$ cat src/design/ogp_consts.svh
// Constants for the single-wire grayscale PWM link
`ifndef OGP_CONSTS_SVH
`define OGP_CONSTS_SVH
`define OGP_CLK_MHZ 50
`define OGP_PKT_BITS 48
`define OGP_GS_BITS 12
`define OGP_DATA_BITS 36
`define OGP_CMD_LSB 36
`define OGP_WRITE_CMD 12'h3aa
`define OGP_SINK_OUTPUT_TWO_LSB 0
`define OGP_SINK_OUTPUT_ONE_LSB 12
`define OGP_SINK_OUTPUT_ZERO_LSB 24
`define OGP_PER_W 16
`define OGP_PER_MIN_NS 330
`define OGP_PER_MAX_NS 10000
`define OGP_PER_MIN_CYC ((`OGP_PER_MIN_NS * `OGP_CLK_MHZ + 999) / 1000)
`define OGP_PER_MAX_CYC ((`OGP_PER_MAX_NS * `OGP_CLK_MHZ) / 1000)
`define OGP_REF_DIV 4
`define OGP_EOP_MULT 4
`define OGP_LAT_MULT 8
`define OGP_FIFO_DEPTH 4
`endif

$ cat src/design/ogp_pkg.sv
// Types for the single-wire grayscale PWM link
package ogp_pkg;
   typedef enum logic [1:0] {RX_MEASURE, RX_WAIT, RX_CELL, RX_LOCKED} ogp_rx_state_type;
   typedef enum logic [2:0] {TX_IDLE, TX_HIGH, TX_LOW, TX_EOP, TX_LATCH} ogp_tx_state_type;
endpackage

$ cat src/design/ogp_link_if.sv
// Single-wire link joining host and driver
`timescale 1ns/1ps
interface ogp_link_if;
   logic serial_line;
   modport host (output serial_line);
   modport dev (input serial_line);
endinterface

$ cat src/design/ogp_driver.sv
// Device end: single-wire receiver, cascade output and three-channel PWM
// Function
// - Outputs off until non-zero data latched
// - PWM counter uses internal reference clock
// - Output on while counter not above value
// - Value N gives N periods; zero off
// - Measure bit period from first two edges
// - Host bit period 0.33 to 10 us
// - Measurement shifts two zero bits
// - No edge by 0.9 period: zero; code has no 0.9 timer, zero is no edge before half period
// - Edge before half period: one
// - Host sends 46 cells after measurement
// - Host ends packet with low hold
// - End of packet freezes, then forwards
// - Long low copies register into latch
// - Copy only when command equals 3AAh
// - Host sends command and data MSB first
// - Host sends N packets then latch
// - Host keeps one bit period per chain
// - Host resends whole chain on change
// - Latch resets counter, forces outputs off
// - Counter advances once per reference clock
// - Bits 0-11 sink_output_two, 12-23 sink_output_one, 24-35 sink_output_zero
`timescale 1ns/1ps
`include "ogp_consts.svh"
module ogp_driver
   import ogp_pkg::*;
(
   input wire logic mclk_in,
   input wire logic resetn_in,
   ogp_link_if.dev link,
   output logic serial_out,
   output logic sink_output_zero,
   output logic sink_output_one,
   output logic sink_output_two,
   output logic [`OGP_PKT_BITS-1:0] shift_value_out,
   output logic latch_pulse_out
);
   typedef struct packed {
      logic [1:0] sync;
      logic prev;
      ogp_rx_state_type st;
      logic [`OGP_PER_W-1:0] per;
      logic [`OGP_PER_W+3:0] cnt;
      logic [`OGP_PER_W+3:0] low;
      logic got_one;
      logic meas;
      logic [`OGP_PKT_BITS-1:0] sh;
      logic [`OGP_DATA_BITS-1:0] gray;
      logic [`OGP_GS_BITS-1:0] gcnt;
      logic [1:0] div;
      logic [2:0] outs;
      logic fwd;
      logic lat;
   } ogp_drv_st_type;

   ogp_drv_st_type s_r;
   ogp_drv_st_type s_nxt;

   logic rise;
   logic late_rise;
   logic lock_now;
   logic latch_now;
   logic cmd_ok;
   logic ref_tick;
   logic [`OGP_PER_W+3:0] per_w;
   logic [`OGP_GS_BITS-1:0] gcnt_step;
   logic [`OGP_GS_BITS-1:0] level [3];
   logic [2:0] outs_step;

   assign rise = s_r.sync[1] && !s_r.prev;
   // Edges before half a period are the one marks inside a cell
   assign late_rise = rise && (s_r.cnt >= (per_w >> 1));
   assign lock_now = (s_r.low >= per_w * (`OGP_PER_W + 4)'(`OGP_EOP_MULT));
   assign latch_now = (s_r.low == per_w * (`OGP_PER_W + 4)'(`OGP_LAT_MULT));
   assign cmd_ok = (s_r.sh[`OGP_PKT_BITS-1:`OGP_CMD_LSB] == `OGP_WRITE_CMD);
   assign ref_tick = (s_r.div == 2'(`OGP_REF_DIV - 1));
   assign gcnt_step = s_r.gcnt + 1'b1;
   assign per_w = {4'h0, s_r.per};
   assign level[0] = s_r.gray[`OGP_SINK_OUTPUT_ZERO_LSB +: `OGP_GS_BITS];
   assign level[1] = s_r.gray[`OGP_SINK_OUTPUT_ONE_LSB +: `OGP_GS_BITS];
   assign level[2] = s_r.gray[`OGP_SINK_OUTPUT_TWO_LSB +: `OGP_GS_BITS];

   assign serial_out = s_r.fwd;
   assign {sink_output_two, sink_output_one, sink_output_zero} = s_r.outs;
   assign shift_value_out = s_r.sh;
   assign latch_pulse_out = s_r.lat;

   // Counter zero is the off slot; a zero level never turns on
   for (genvar g = 0; g < 3; g++) begin : g_chan
      assign outs_step[g] = (level[g] != '0) && (gcnt_step != '0) &&
                            (gcnt_step <= level[g]);
   end

   ////////////////////////////////////////////////////////////////////////////
   always_comb begin
      s_nxt = s_r;
      s_nxt.sync = {s_r.sync[0], link.serial_line};
      s_nxt.prev = s_r.sync[1];
      s_nxt.lat = 1'b0;
      s_nxt.fwd = 1'b0;

      // Low time counts in every state; saturates rather than wraps
      if (s_r.sync[1]) begin
         s_nxt.low = '0;
      end else if (s_r.low != '1) begin
         s_nxt.low = s_r.low + 1'b1;
      end
      if (s_r.cnt != '1) begin
         s_nxt.cnt = s_r.cnt + 1'b1;
      end

      case (s_r.st)
         RX_MEASURE: begin
            if (rise) begin
               s_nxt.cnt = (`OGP_PER_W + 4)'(1);
               s_nxt.st = RX_WAIT;
            end
         end

         RX_WAIT: begin
            if (rise) begin
               s_nxt.per = s_r.cnt[`OGP_PER_W-1:0];
               // Both measure cells are accounted for here
               s_nxt.sh = {s_r.sh[`OGP_PKT_BITS-3:0], 2'b00};
               s_nxt.meas = 1'b1;
               s_nxt.cnt = (`OGP_PER_W + 4)'(1);
               s_nxt.got_one = 1'b0;
               s_nxt.st = RX_CELL;
            end
         end

         RX_CELL: begin
            if (rise && !late_rise) begin
               s_nxt.got_one = 1'b1;
            end else if (late_rise) begin
               // A late edge closes the cell before it, but not the second measure cell
               if (!s_r.meas) begin
                  s_nxt.sh = {s_r.sh[`OGP_PKT_BITS-2:0], s_r.got_one};
               end
               s_nxt.meas = 1'b0;
               s_nxt.got_one = 1'b0;
               s_nxt.cnt = (`OGP_PER_W + 4)'(1);
            end
            // Zero is the absence of an early mark; no separate 0.9 timer
            if (lock_now) begin
               if (!s_r.meas) begin
                  s_nxt.sh = {s_r.sh[`OGP_PKT_BITS-2:0], s_r.got_one};
               end
               s_nxt.meas = 1'b0;
               s_nxt.st = RX_LOCKED;
            end
         end

         RX_LOCKED: begin
            // Forwarded copy lags the line by the synchroniser and one register
            s_nxt.fwd = s_r.sync[1];
            if (latch_now) begin
               if (cmd_ok) begin
                  s_nxt.gray = s_r.sh[`OGP_DATA_BITS-1:0];
                  s_nxt.gcnt = '0;
                  s_nxt.div = '0;
                  s_nxt.outs = 3'b000;
                  s_nxt.lat = 1'b1;
               end
               s_nxt.st = RX_MEASURE;
            end
         end

         default: begin
            s_nxt.st = RX_MEASURE;
         end
      endcase

      ////////////////////////////////////////////////////////////////////////
      // Reference clock is an enable from a divider of the main clock
      if (!s_nxt.lat) begin
         s_nxt.div = ref_tick ? '0 : s_r.div + 1'b1;
         if (ref_tick) begin
            s_nxt.gcnt = gcnt_step;
            s_nxt.outs = outs_step;
         end
      end
   end

   ////////////////////////////////////////////////////////////////////////////
   always_ff @(posedge mclk_in) begin
      if (!resetn_in) begin
         // Sinks off and an empty latch until the first valid packet
         s_r.sync <= '0;
         s_r.prev <= 1'b0;
         s_r.st <= RX_MEASURE;
         s_r.per <= '0;
         s_r.cnt <= '0;
         s_r.low <= '0;
         s_r.got_one <= 1'b0;
         s_r.meas <= 1'b0;
         s_r.sh <= '0;
         s_r.gray <= '0;
         s_r.gcnt <= '0;
         s_r.div <= '0;
         s_r.outs <= 3'b000;
         s_r.fwd <= 1'b0;
         s_r.lat <= 1'b0;
      end else begin
         s_r <= s_nxt;
      end
   end
endmodule

$ cat src/flat_wrapper.sv
// flat-port wrapper written by rule: the top's interface ports become plain ports
module ogp_driver_flat import ogp_pkg::*;
  (mclk_in, resetn_in, serial_out, sink_output_zero, sink_output_one, sink_output_two, shift_value_out, latch_pulse_out, link_serial_line);
  ogp_link_if link_i ();
  input wire logic mclk_in;
  input wire logic resetn_in;
  output logic serial_out;
  output logic sink_output_zero;
  output logic sink_output_one;
  output logic sink_output_two;
  output logic [`OGP_PKT_BITS-1:0] shift_value_out;
  output logic latch_pulse_out;
  input wire logic [$bits(link_i.serial_line)-1:0] link_serial_line;
  assign link_i.serial_line = link_serial_line;
  ogp_driver u_core (.mclk_in(mclk_in), .resetn_in(resetn_in), .link(link_i), .serial_out(serial_out), .sink_output_zero(sink_output_zero), .sink_output_one(sink_output_one), .sink_output_two(sink_output_two), .shift_value_out(shift_value_out), .latch_pulse_out(latch_pulse_out));
endmodule
$ cat config.mk
export PLATFORM = sky130hd
export DESIGN_NAME = ogp_driver_flat
export DESIGN_NICKNAME = d
export VERILOG_FILES = /design/src/design/ogp_pkg.sv /design/src/design/ogp_link_if.sv /design/src/design/ogp_driver.sv /design/src/flat_wrapper.sv
export VERILOG_INCLUDE_DIRS = /design/src /design/src/design
export SDC_FILE = /design/constraint.sdc
export NUM_CORES = 1
export LEC_CHECK = 0
export BUFFER_PORTS_ARGS = -buffer_cell sky130_fd_sc_hd__buf_2
export CAP_MARGIN = 20
export CORE_MARGIN = 1.5
export CORE_UTILIZATION = 45
export CTS_BUF_LIST = sky130_fd_sc_hd__clkbuf_16
export CTS_CLUSTER_DIAMETER = 50
export CTS_CLUSTER_SIZE = 14
export DETAILED_ROUTE_END_ITERATION = 6
export PLACE_DENSITY_LB_ADDON = 0.05
export SETUP_SLACK_MARGIN = 0.15
export SYNTH_ARGS = -nofsm -noshare
export SYNTH_HDL_FRONTEND = slang
export SYNTH_SLANG_ARGS = --single-unit
$ cat constraint.sdc
create_clock -name mclk_in -period 3.61 [get_ports mclk_in]
set_input_delay 0.361 -clock mclk_in [delete_from_list [all_inputs] [get_ports mclk_in]]
set_output_delay 0.361 -clock mclk_in [all_outputs]
set_load 0.01 [all_outputs]
==> results of run 1 <==
per-stage QoR:
stage | hold slack [ns] | cells
floorplan | 0.407 | 1244
global route | 0.127 | 1508
CTS | 0.119 | 1508
global placement | 0.422 | 1476
detailed placement | 0.426 | 1476
finish | 0.141 | 1508
kinds of logic after synthesis:
logic type / after synthesis / share of synthesized area, %
xor+xnor: 66 / 5.69
flops: 166 / 32.7
mux: 54 / 5.33
simple gates: 424 / 18.9
compound gates: 232 / 17.0
buf+inv: 225 / 10.9
fa+ha+maj: 77 / 9.48
per-layer routing:
metal	vias to the layer above	routed length (µm)	share of wire, %	GRT usage [%]
met3	18	485	2.0	3.01
met1	3783	11200	46	26.0
met2	70	12400	51	39.2
met5	-	0	0	0
met4	0	283	1.2	5.56
li1	4168	-	-	-
cells in the mapped netlist (all sizes together), types with 2 or more instances:
cell type,instances,area [µm²]
a2111oi,2,36.3
a211oi,14,105
a21o,2,15.0
a21oi,70,350
a311oi,2,17.5
a31oi,49,307
and2,6,37.5
and3,13,82.6
buf,77,548
clkbuf,38,144
dfxtp,166,3320
ha,77,963
inv,110,413
mux2i,53,531
nand2,92,355
nand2b,7,43.8
nand3,24,120
nand4,33,206
nor2,195,732
nor2b,10,62.6
nor3,18,90.1
nor3b,2,15.0
nor4,16,106
o211ai,2,15.0
o21a,6,52.6
o21ai,22,125
o22ai,49,557
o2bb2ai,3,26.3
o31ai,2,28.8
or4,3,26.3
xnor2,30,263
xor2,36,315
worst min-delay path by stage:
stage	end	slack, ns	cells past startpoint
2_1_floorplan	u_core.s_r[5]	0.41	1
3_3_place_gp	u_core.s_nxt[163]	0.42	1
3_5_place_dp	u_core.s_nxt[163]	0.43	1
4_1_cts	u_core.s_nxt[165]	0.12	2
5_1_grt	u_core.s_nxt[165]	0.13	2
6_report	u_core.s_nxt[165]	0.14	2
cell type report:
type	instances	area, µm²
fillers	2182	11100
multi-input cells	853	5740
flip-flops and latches	166	3330
clock buffers	17	425
inverters	110	413
repair buffers	67	378
well taps	280	350
clock inverters	15	189
report_power, final:
part | internal [µW] | leakage [µW] | total [µW] | switching (µW)
clock network | 1110 | 0.000307 | 1950 | 843
logic | 84.2 | 0.00230 | 271 | 187
registers | 1840 | 0.00134 | 1870 | 21.8
what timing repair did:
item | 4_1_cts | 5_1_grt
setup buffers | 0 | 0
gates resized for setup | 0 | 1
endpoints found under the hold margin | 0 | 0
setup endpoints to repair | 0 | 1
==> flow_summary.ini, run 1 <==
[global_route]
grt_pass1_vias = 7748
grt_first_pass_wirelength_mm = 40.2
globalRoute.totalOverflow = 0
antenna_found_initial = 0
gr-usage-all-layers_pct = 21.4
grt_max_degree = 97

[placement]
place_hpwl_mm = 17.2
gp_congestion = 0.820
io_buffer_count = 55
place_area_um2 = 10200
place_worst_setup_slack_ns = 0.487

[clocking]
clk_pin_slew_ns = 0.07
root_buffer = clkbuf_16
htreeDepth = 4
cts_sinks = 166
cts.path.max_buffers = 2
cts_tree = built
cts_buffers = 17
insertion_delay_ns = 0.44
holdBufCountCts = 0

[flow_run]
cap_violations = 0

[drt]
routed_wl_mm = 24.4
drtPass1Iterations = 6
antenna_left = 0
avgViaCountPerCell = 5.33
wl_per_cell_um = 16.2
drc = 0
drtIter0Drc = 473
vias = 8039

[critical_path]
crit_start = u_core.s_r[7]
end_kind = register
cp.arrival_ns = 3.37
crit_slowest_cell = dfxtp_2
cpLargestDelayFamily = simple AND/OR/NAND/NOR gates
critPathBufInv = 0
slowest_delay_ns = 0.43
required_ns = 3.97
r2r-start = u_core.s_r[7]
crit_chain = ha_1 -> and3_1 -> and3_1 -> and3_1 -> nand3_1 -> xnor2_1 -> ha_1 -> nor2b_1 -> o21ai_0 -> o21ai_0 -> a211oi_1 -> o21ai_0 -> o2bb2ai_1
crit_end = u_core.sink_output_two
reg2reg_depth = 13
critPathKind = reg2reg
cp_max_fo = 8
r2r_slack_ns = 0.59
crit_cells = 13
reg2reg_to = u_core.sink_output_two
worstSetupStartpointType = register

[hold_path]
hold_path.startpoint = link_serial_line
min_path_type = in2reg

[layout]
nets = 1295
drive_gt1_share_pct = 12.7
mostFrequentLayoutCell = nor2_1
area_delta_synth_final_pct = 6.45
diodes = 0
fin_area_um2 = 10800
final_cell_mix = nor2_1, dfxtp_1, inv_1, nand2_1, ha_1
final_util_pct = 49.3

[timing]
slew_violations = 0
skew_ns = 0.0196
finalWorstSetupSlack_ns = 0.593
rsz0062_at_grt = no
finalHoldViolCount = 0
tightest_slew_ns = 0.932
fin_crit_sh_pct = 83.6
slew_headroom_pct = 37.8
finalSetupTns_ns = 0
fmax_ghz = 0.331
setup_viol = 0
period_needed_ns = 3.02

[synth]
seq_area_frac_synth_pct = 32.7
ys_warn_count = 0
synth_area_um2 = 10200
synth_flop_cell = dfxtp_1
async_flop_share_pct = 0
synth.distinct_cells = 63
ys_ff_latch = 166
synth_nets = 1324
synth.avg_cell_area_um2 = 8.17
synth_edf_count = 0
synth_cells = 1244

[power_and_ir_drop]
p_per_area_nw_per_um2 = 378
ir_worst_vdd_v = 0.000224
power.leakage_uw = 0.00394
total_power_uw = 4090

[floorplan]
fp.coreArea_um2 = 22000
fp.dieW_um = 153
dieArea_um2 = 23500
io_pins = 56
die_h_um = 153
start_util_pct = 46.3
row_count = 54

[status]
status = complete, no violations
(Power assumes the default switching activity.)
==> run 2, diff against run 1 <==
==> constraint.sdc (replaced) <==
create_clock -name mclk_in -period 2.6 [get_ports mclk_in]
set_input_delay 0.26 -clock mclk_in [delete_from_list [all_inputs] [get_ports mclk_in]]
set_output_delay 0.26 -clock mclk_in [all_outputs]
set_load 0.01 [all_outputs]
==> flow_summary.ini, run 2 (same netlist as run 1, synthesis figures left out) <==
[floorplan]
die_h_um = 153
fp.coreArea_um2 = 22000
dieArea_um2 = 23500
start_util_pct = 46.3
row_count = 54
fp.dieW_um = 153
io_pins = 56

[placement]
place_area_um2 = 10900
io_buffer_count = 55
place_hpwl_mm = 18.9
place_worst_setup_slack_ns = 0.00362
gp_congestion = 0.841

[hold_path]
hold_path.startpoint = link_serial_line
hold_depth = 2
min_path_type = in2reg

[layout]
area_delta_synth_final_pct = 26.7
drive_gt1_share_pct = 29.1
diodes = 0
nets = 1419
register_area_um2 = 3360
fillCellCount = 1966
mostFrequentLayoutCell = nor2_1
final_util_pct = 58.6
multi_input_area_um2 = 6460
final_cell_mix = nor2_1, dfxtp_1, inv_1, buf_4, nand2_1
fin_area_um2 = 12900

[drt]
avgViaCountPerCell = 5.45
drtIter0Drc = 431
drc = 0
routed_wl_mm = 29.2
drtPass1Iterations = 5
wl_per_cell_um = 17.9
vias = 8883
antenna_left = 0

[global_route]
grt_max_degree = 72
grt_first_pass_wirelength_mm = 42.2
grt_pass1_vias = 8304
globalRoute.totalOverflow = 0
gr-usage-all-layers_pct = 22.4
antenna_found_initial = 0

[critical_path]
slowest_delay_ns = 0.67
crit_start = u_core.s_r[122]
crit_chain = buf_4 -> xnor2_1 -> nand4_1 -> nor3b_2 -> or4b_4 -> clkbuf_16 -> nor2_4 -> a21oi_1 -> nor2_1
cpLargestDelayFamily = simple AND/OR/NAND/NOR gates
crit_cells = 9
cp_max_fo = 8
end_kind = register
critPathBufInv = 2
cp.arrival_ns = 2.95
reg2reg_depth = 9
critPathKind = reg2reg
r2r-start = u_core.s_r[122]
worstSetupStartpointType = register
required_ns = 2.97
crit_slowest_cell = or4b_4

[power_and_ir_drop]
total_power_uw = 5630
ir_worst_vdd_v = 0.000359
power.leakage_uw = 0.00483
p_per_area_nw_per_um2 = 437

[flow_run]
cap_violations = 0

[timing]
fmax_ghz = 0.387
fin_crit_sh_pct = 99.4
slew_violations = 0
holdWs_ns = 0.0241
slew_headroom_pct = 50.3
rsz0062_at_grt = yes
skew_ns = 0.0132
tightest_slew_ns = 0.745
finalHoldViolCount = 0
period_needed_ns = 2.58
setup_viol = 0
finalWorstSetupSlack_ns = 0.0157

[clocking]
root_buffer = clkbuf_16
cts.path.max_buffers = 2
htreeDepth = 4
insertion_delay_ns = 0.44
clk_pin_slew_ns = 0.07
cts_sinks = 166
cts_buffers = 17
cts_tree = built

[status]
status = complete, no violations
==> run 2: report_power, final <==
part / switching, µW / internal, µW / total [µW]
sequential: 18.4 / 2560 / 2580
clock: 1150 / 1320 / 2470
combinational: 337 / 247 / 584
==> run 2: final timing paths <==
check	slack [ns]	end
setup / recovery	0.02	u_core.level[25]
hold / removal	0.02	u_core.s_nxt[165]
setup reg to reg	0.02	u_core.level[25]
hold reg to reg	0.44	u_core.s_r[5]
==> run 2: layout make-up <==
cell class,count,area share [%]
inverter,110,3.21
multi-input combinational,856,50.2
timing repair buffer,188,13.5
tap,280,2.72
sequential,166,26.1
clock buffer,17,3.30
clock inverter,14,1.00
==> run 2: stage by stage <==
step,instances,TNS [ns]
after floorplan,1244,0
after global placement,1555,0
after global routing,1631,-0.0760
after CTS,1589,0
final,1631,0
after detailed placement,1555,0
==> run 2: routing by layer <==
layer / up-vias / wire length, µm / global-route usage, % / part of all wire [%]
met1: 4294 / 13000 / 26.9 / 44
met5: - / 0 / 0 / 0
li1: 4437 / - / - / -
met4: 0 / 423 / 5.84 / 1.4
met3: 26 / 774 / 3.69 / 2.7
met2: 126 / 15000 / 41.3 / 51
==> run 2: timing repair <==
item | 4_1_cts | 5_1_grt
hold buffers | 0 | 0
pin swaps | 11 | 51
endpoints found under the hold margin | 0 | 0
endpoints found under the setup margin | 117 | 109
gates resized for setup | 16 | 167
gates cloned | 0 | 27
setup buffers | 3 | 15
==> run 2: worst register-to-register path, cell delays in order (launching register included) <==
cell,delay (ns)
dfxtp_1,0.36
buf_4,0.18
xnor2_1,0.23
nand4_1,0.14
nor3b_2,0.38
or4b_4,0.67
clkbuf_16,0.26
nor2_4,0.12
a21oi_1,0.06
nor2_1,0.12
==> run 3, diff against run 2 <==
--- a/config.mk
+++ b/config.mk
@@ -8,6 +8,7 @@
 export LEC_CHECK = 0
 export BUFFER_PORTS_ARGS = -buffer_cell sky130_fd_sc_hd__buf_2
 export CAP_MARGIN = 20
+export CORE_ASPECT_RATIO = 1.5
 export CORE_MARGIN = 1.5
 export CORE_UTILIZATION = 45
 export CTS_BUF_LIST = sky130_fd_sc_hd__clkbuf_16
==> flow_summary.ini, run 3 (same netlist as run 1, synthesis figures left out) <==
[global_route]
grt_pass1_vias = 8399
grt_max_degree = 75
antenna_found_initial = 0
globalRoute.totalOverflow = 0
grt_first_pass_wirelength_mm = 43.8
gr-usage-all-layers_pct = 23.7

[drt]
drtPass1Iterations = 6
antenna_left = 0
wl_per_cell_um = 17.7
drc = 5
routed_wl_mm = 28.3
drtIter0Drc = 373
vias = 8600
avgViaCountPerCell = 5.36

[clocking]
cts_sinks = 166
cts_tree = built
root_buffer = clkbuf_16
clk_pin_slew_ns = 0.07
cts.path.max_buffers = 2
htreeDepth = 4
insertion_delay_ns = 0.44
cts_buffers = 17
holdBufCountCts = 0

[layout]
final_cell_mix = nor2_1, dfxtp_1, inv_1, buf_4, nand2_1
diodes = 0
nets = 1395
fillCellCount = 2193
final_util_pct = 53.9
register_area_um2 = 3350
drive_gt1_share_pct = 22.5
multi_input_area_um2 = 6000
mostFrequentLayoutCell = nor2_1
area_delta_synth_final_pct = 18.3

[critical_path]
critPathKind = reg2reg
end_kind = register
cp_max_fo = 4
r2r-start = u_core.s_r[7]
crit_start = u_core.s_r[7]
crit_chain = ha_4 -> and3_4 -> and3_4 -> and3_4 -> nand3_4 -> xnor2_4 -> ha_1 -> nor2b_1 -> o21ai_1 -> o21ai_1 -> a211oi_1 -> o21ai_1 -> o2bb2ai_1
required_ns = 2.97
slowest_delay_ns = 0.37
cp.arrival_ns = 2.83
critPathBufInv = 0
crit_slowest_cell = dfxtp_4
worstSetupStartpointType = register
cpLargestDelayFamily = simple AND/OR/NAND/NOR gates

[timing]
holdWs_ns = 0.0294
fin_crit_sh_pct = 94.5
rsz0062_at_grt = yes
setup_viol = 0
slew_violations = 0
slew_headroom_pct = 48.6
finalHoldViolCount = 0
fmax_ghz = 0.407
tightest_slew_ns = 0.770
skew_ns = 0.0124
period_needed_ns = 2.46

[floorplan]
fp.coreArea_um2 = 22300
fp.dieW_um = 126
dieArea_um2 = 23500
io_pins = 56
start_util_pct = 45.6
die_h_um = 187
row_count = 67

[power_and_ir_drop]
p_per_area_nw_per_um2 = 471
total_power_uw = 5660
ir_worst_vdd_v = 0.000475
power.leakage_uw = 0.00457

[status]
violations = design-rule violations
status = complete, but fails checks

[placement]
io_buffer_count = 55
place_hpwl_mm = 20.5
gp_congestion = 0.866

[hold_path]
hold_path.startpoint = link_serial_line
min_path_type = in2reg

[flow_run]
cap_violations = 0
[run 3: path summary, 6_finish.rpt]
path | slack [ns] | endpoint | cells past startpoint
max | 0.14 | u_core.sink_output_two | 13
min | 0.03 | u_core.s_nxt[165] | 2
max reg2reg | 0.14 | u_core.sink_output_two | 13
min reg2reg | 0.44 | u_core.s_nxt[163] | 1
[run 3: area by class of cell]
| class | count | share of cell area (%) |
|---|---|---|
| Tap cell | 276 | 2.87 |
| Clock inverter | 15 | 1.32 |
| Sequential cell | 166 | 27.8 |
| Inverter | 110 | 3.43 |
| Timing Repair Buffer | 166 | 11.1 |
| Clock buffer | 17 | 3.54 |
| Multi-Input combinational cell | 854 | 49.9 |
[run 3: what timing repair did]
item / in CTS / in global routing
buffers inserted: 9 / 5
pin swaps: 13 / 19
endpoints found under the setup margin: 117 / 89
resized for setup: 20 / 40
gates cloned: 2 / 5
[run 3: worst register-to-register path, cell delays in order (launching register included)]
cell and delay, ns:
dfxtp_4 0.37, ha_4 0.13, and3_4 0.16, and3_4 0.19, and3_4 0.19, nand3_4 0.10, xnor2_4 0.20, ha_1 0.27
nor2b_1 0.13, o21ai_1 0.13, o21ai_1 0.07, a211oi_1 0.22, o21ai_1 0.09, o2bb2ai_1 0.12
[run 3: power by group]
part           leakage, µW  total (µW)  internal [µW]  switching, µW
registers          0.00135        2570           2560           16.9
logic              0.00295         564            233            330
clock network     0.000279        2520           1280           1240
[run 3: stage by stage]
step	instances	TNS [ns]	instance area, µm²	worst slack (ns)
after floorplan	1244	0	10200	0.157
after CTS	1594	0	11700	0.115
after global placement	1551	-1.03	10900	-0.0587
after global routing	1604	0	12000	0.0115
after detailed placement	1551	-0.571	10900	-0.0519
final	1604	0	12000	0.144
[run 3: routing by layer]
layer | share of wire (%) | routed length, µm | global-route usage (%)
met1 | 38 | 10700 | 24.1
met3 | 1.9 | 532 | 3.09
met2 | 58 | 16300 | 48.5
met4 | 2.6 | 749 | 7.69
met5 | 0 | 0 | 0
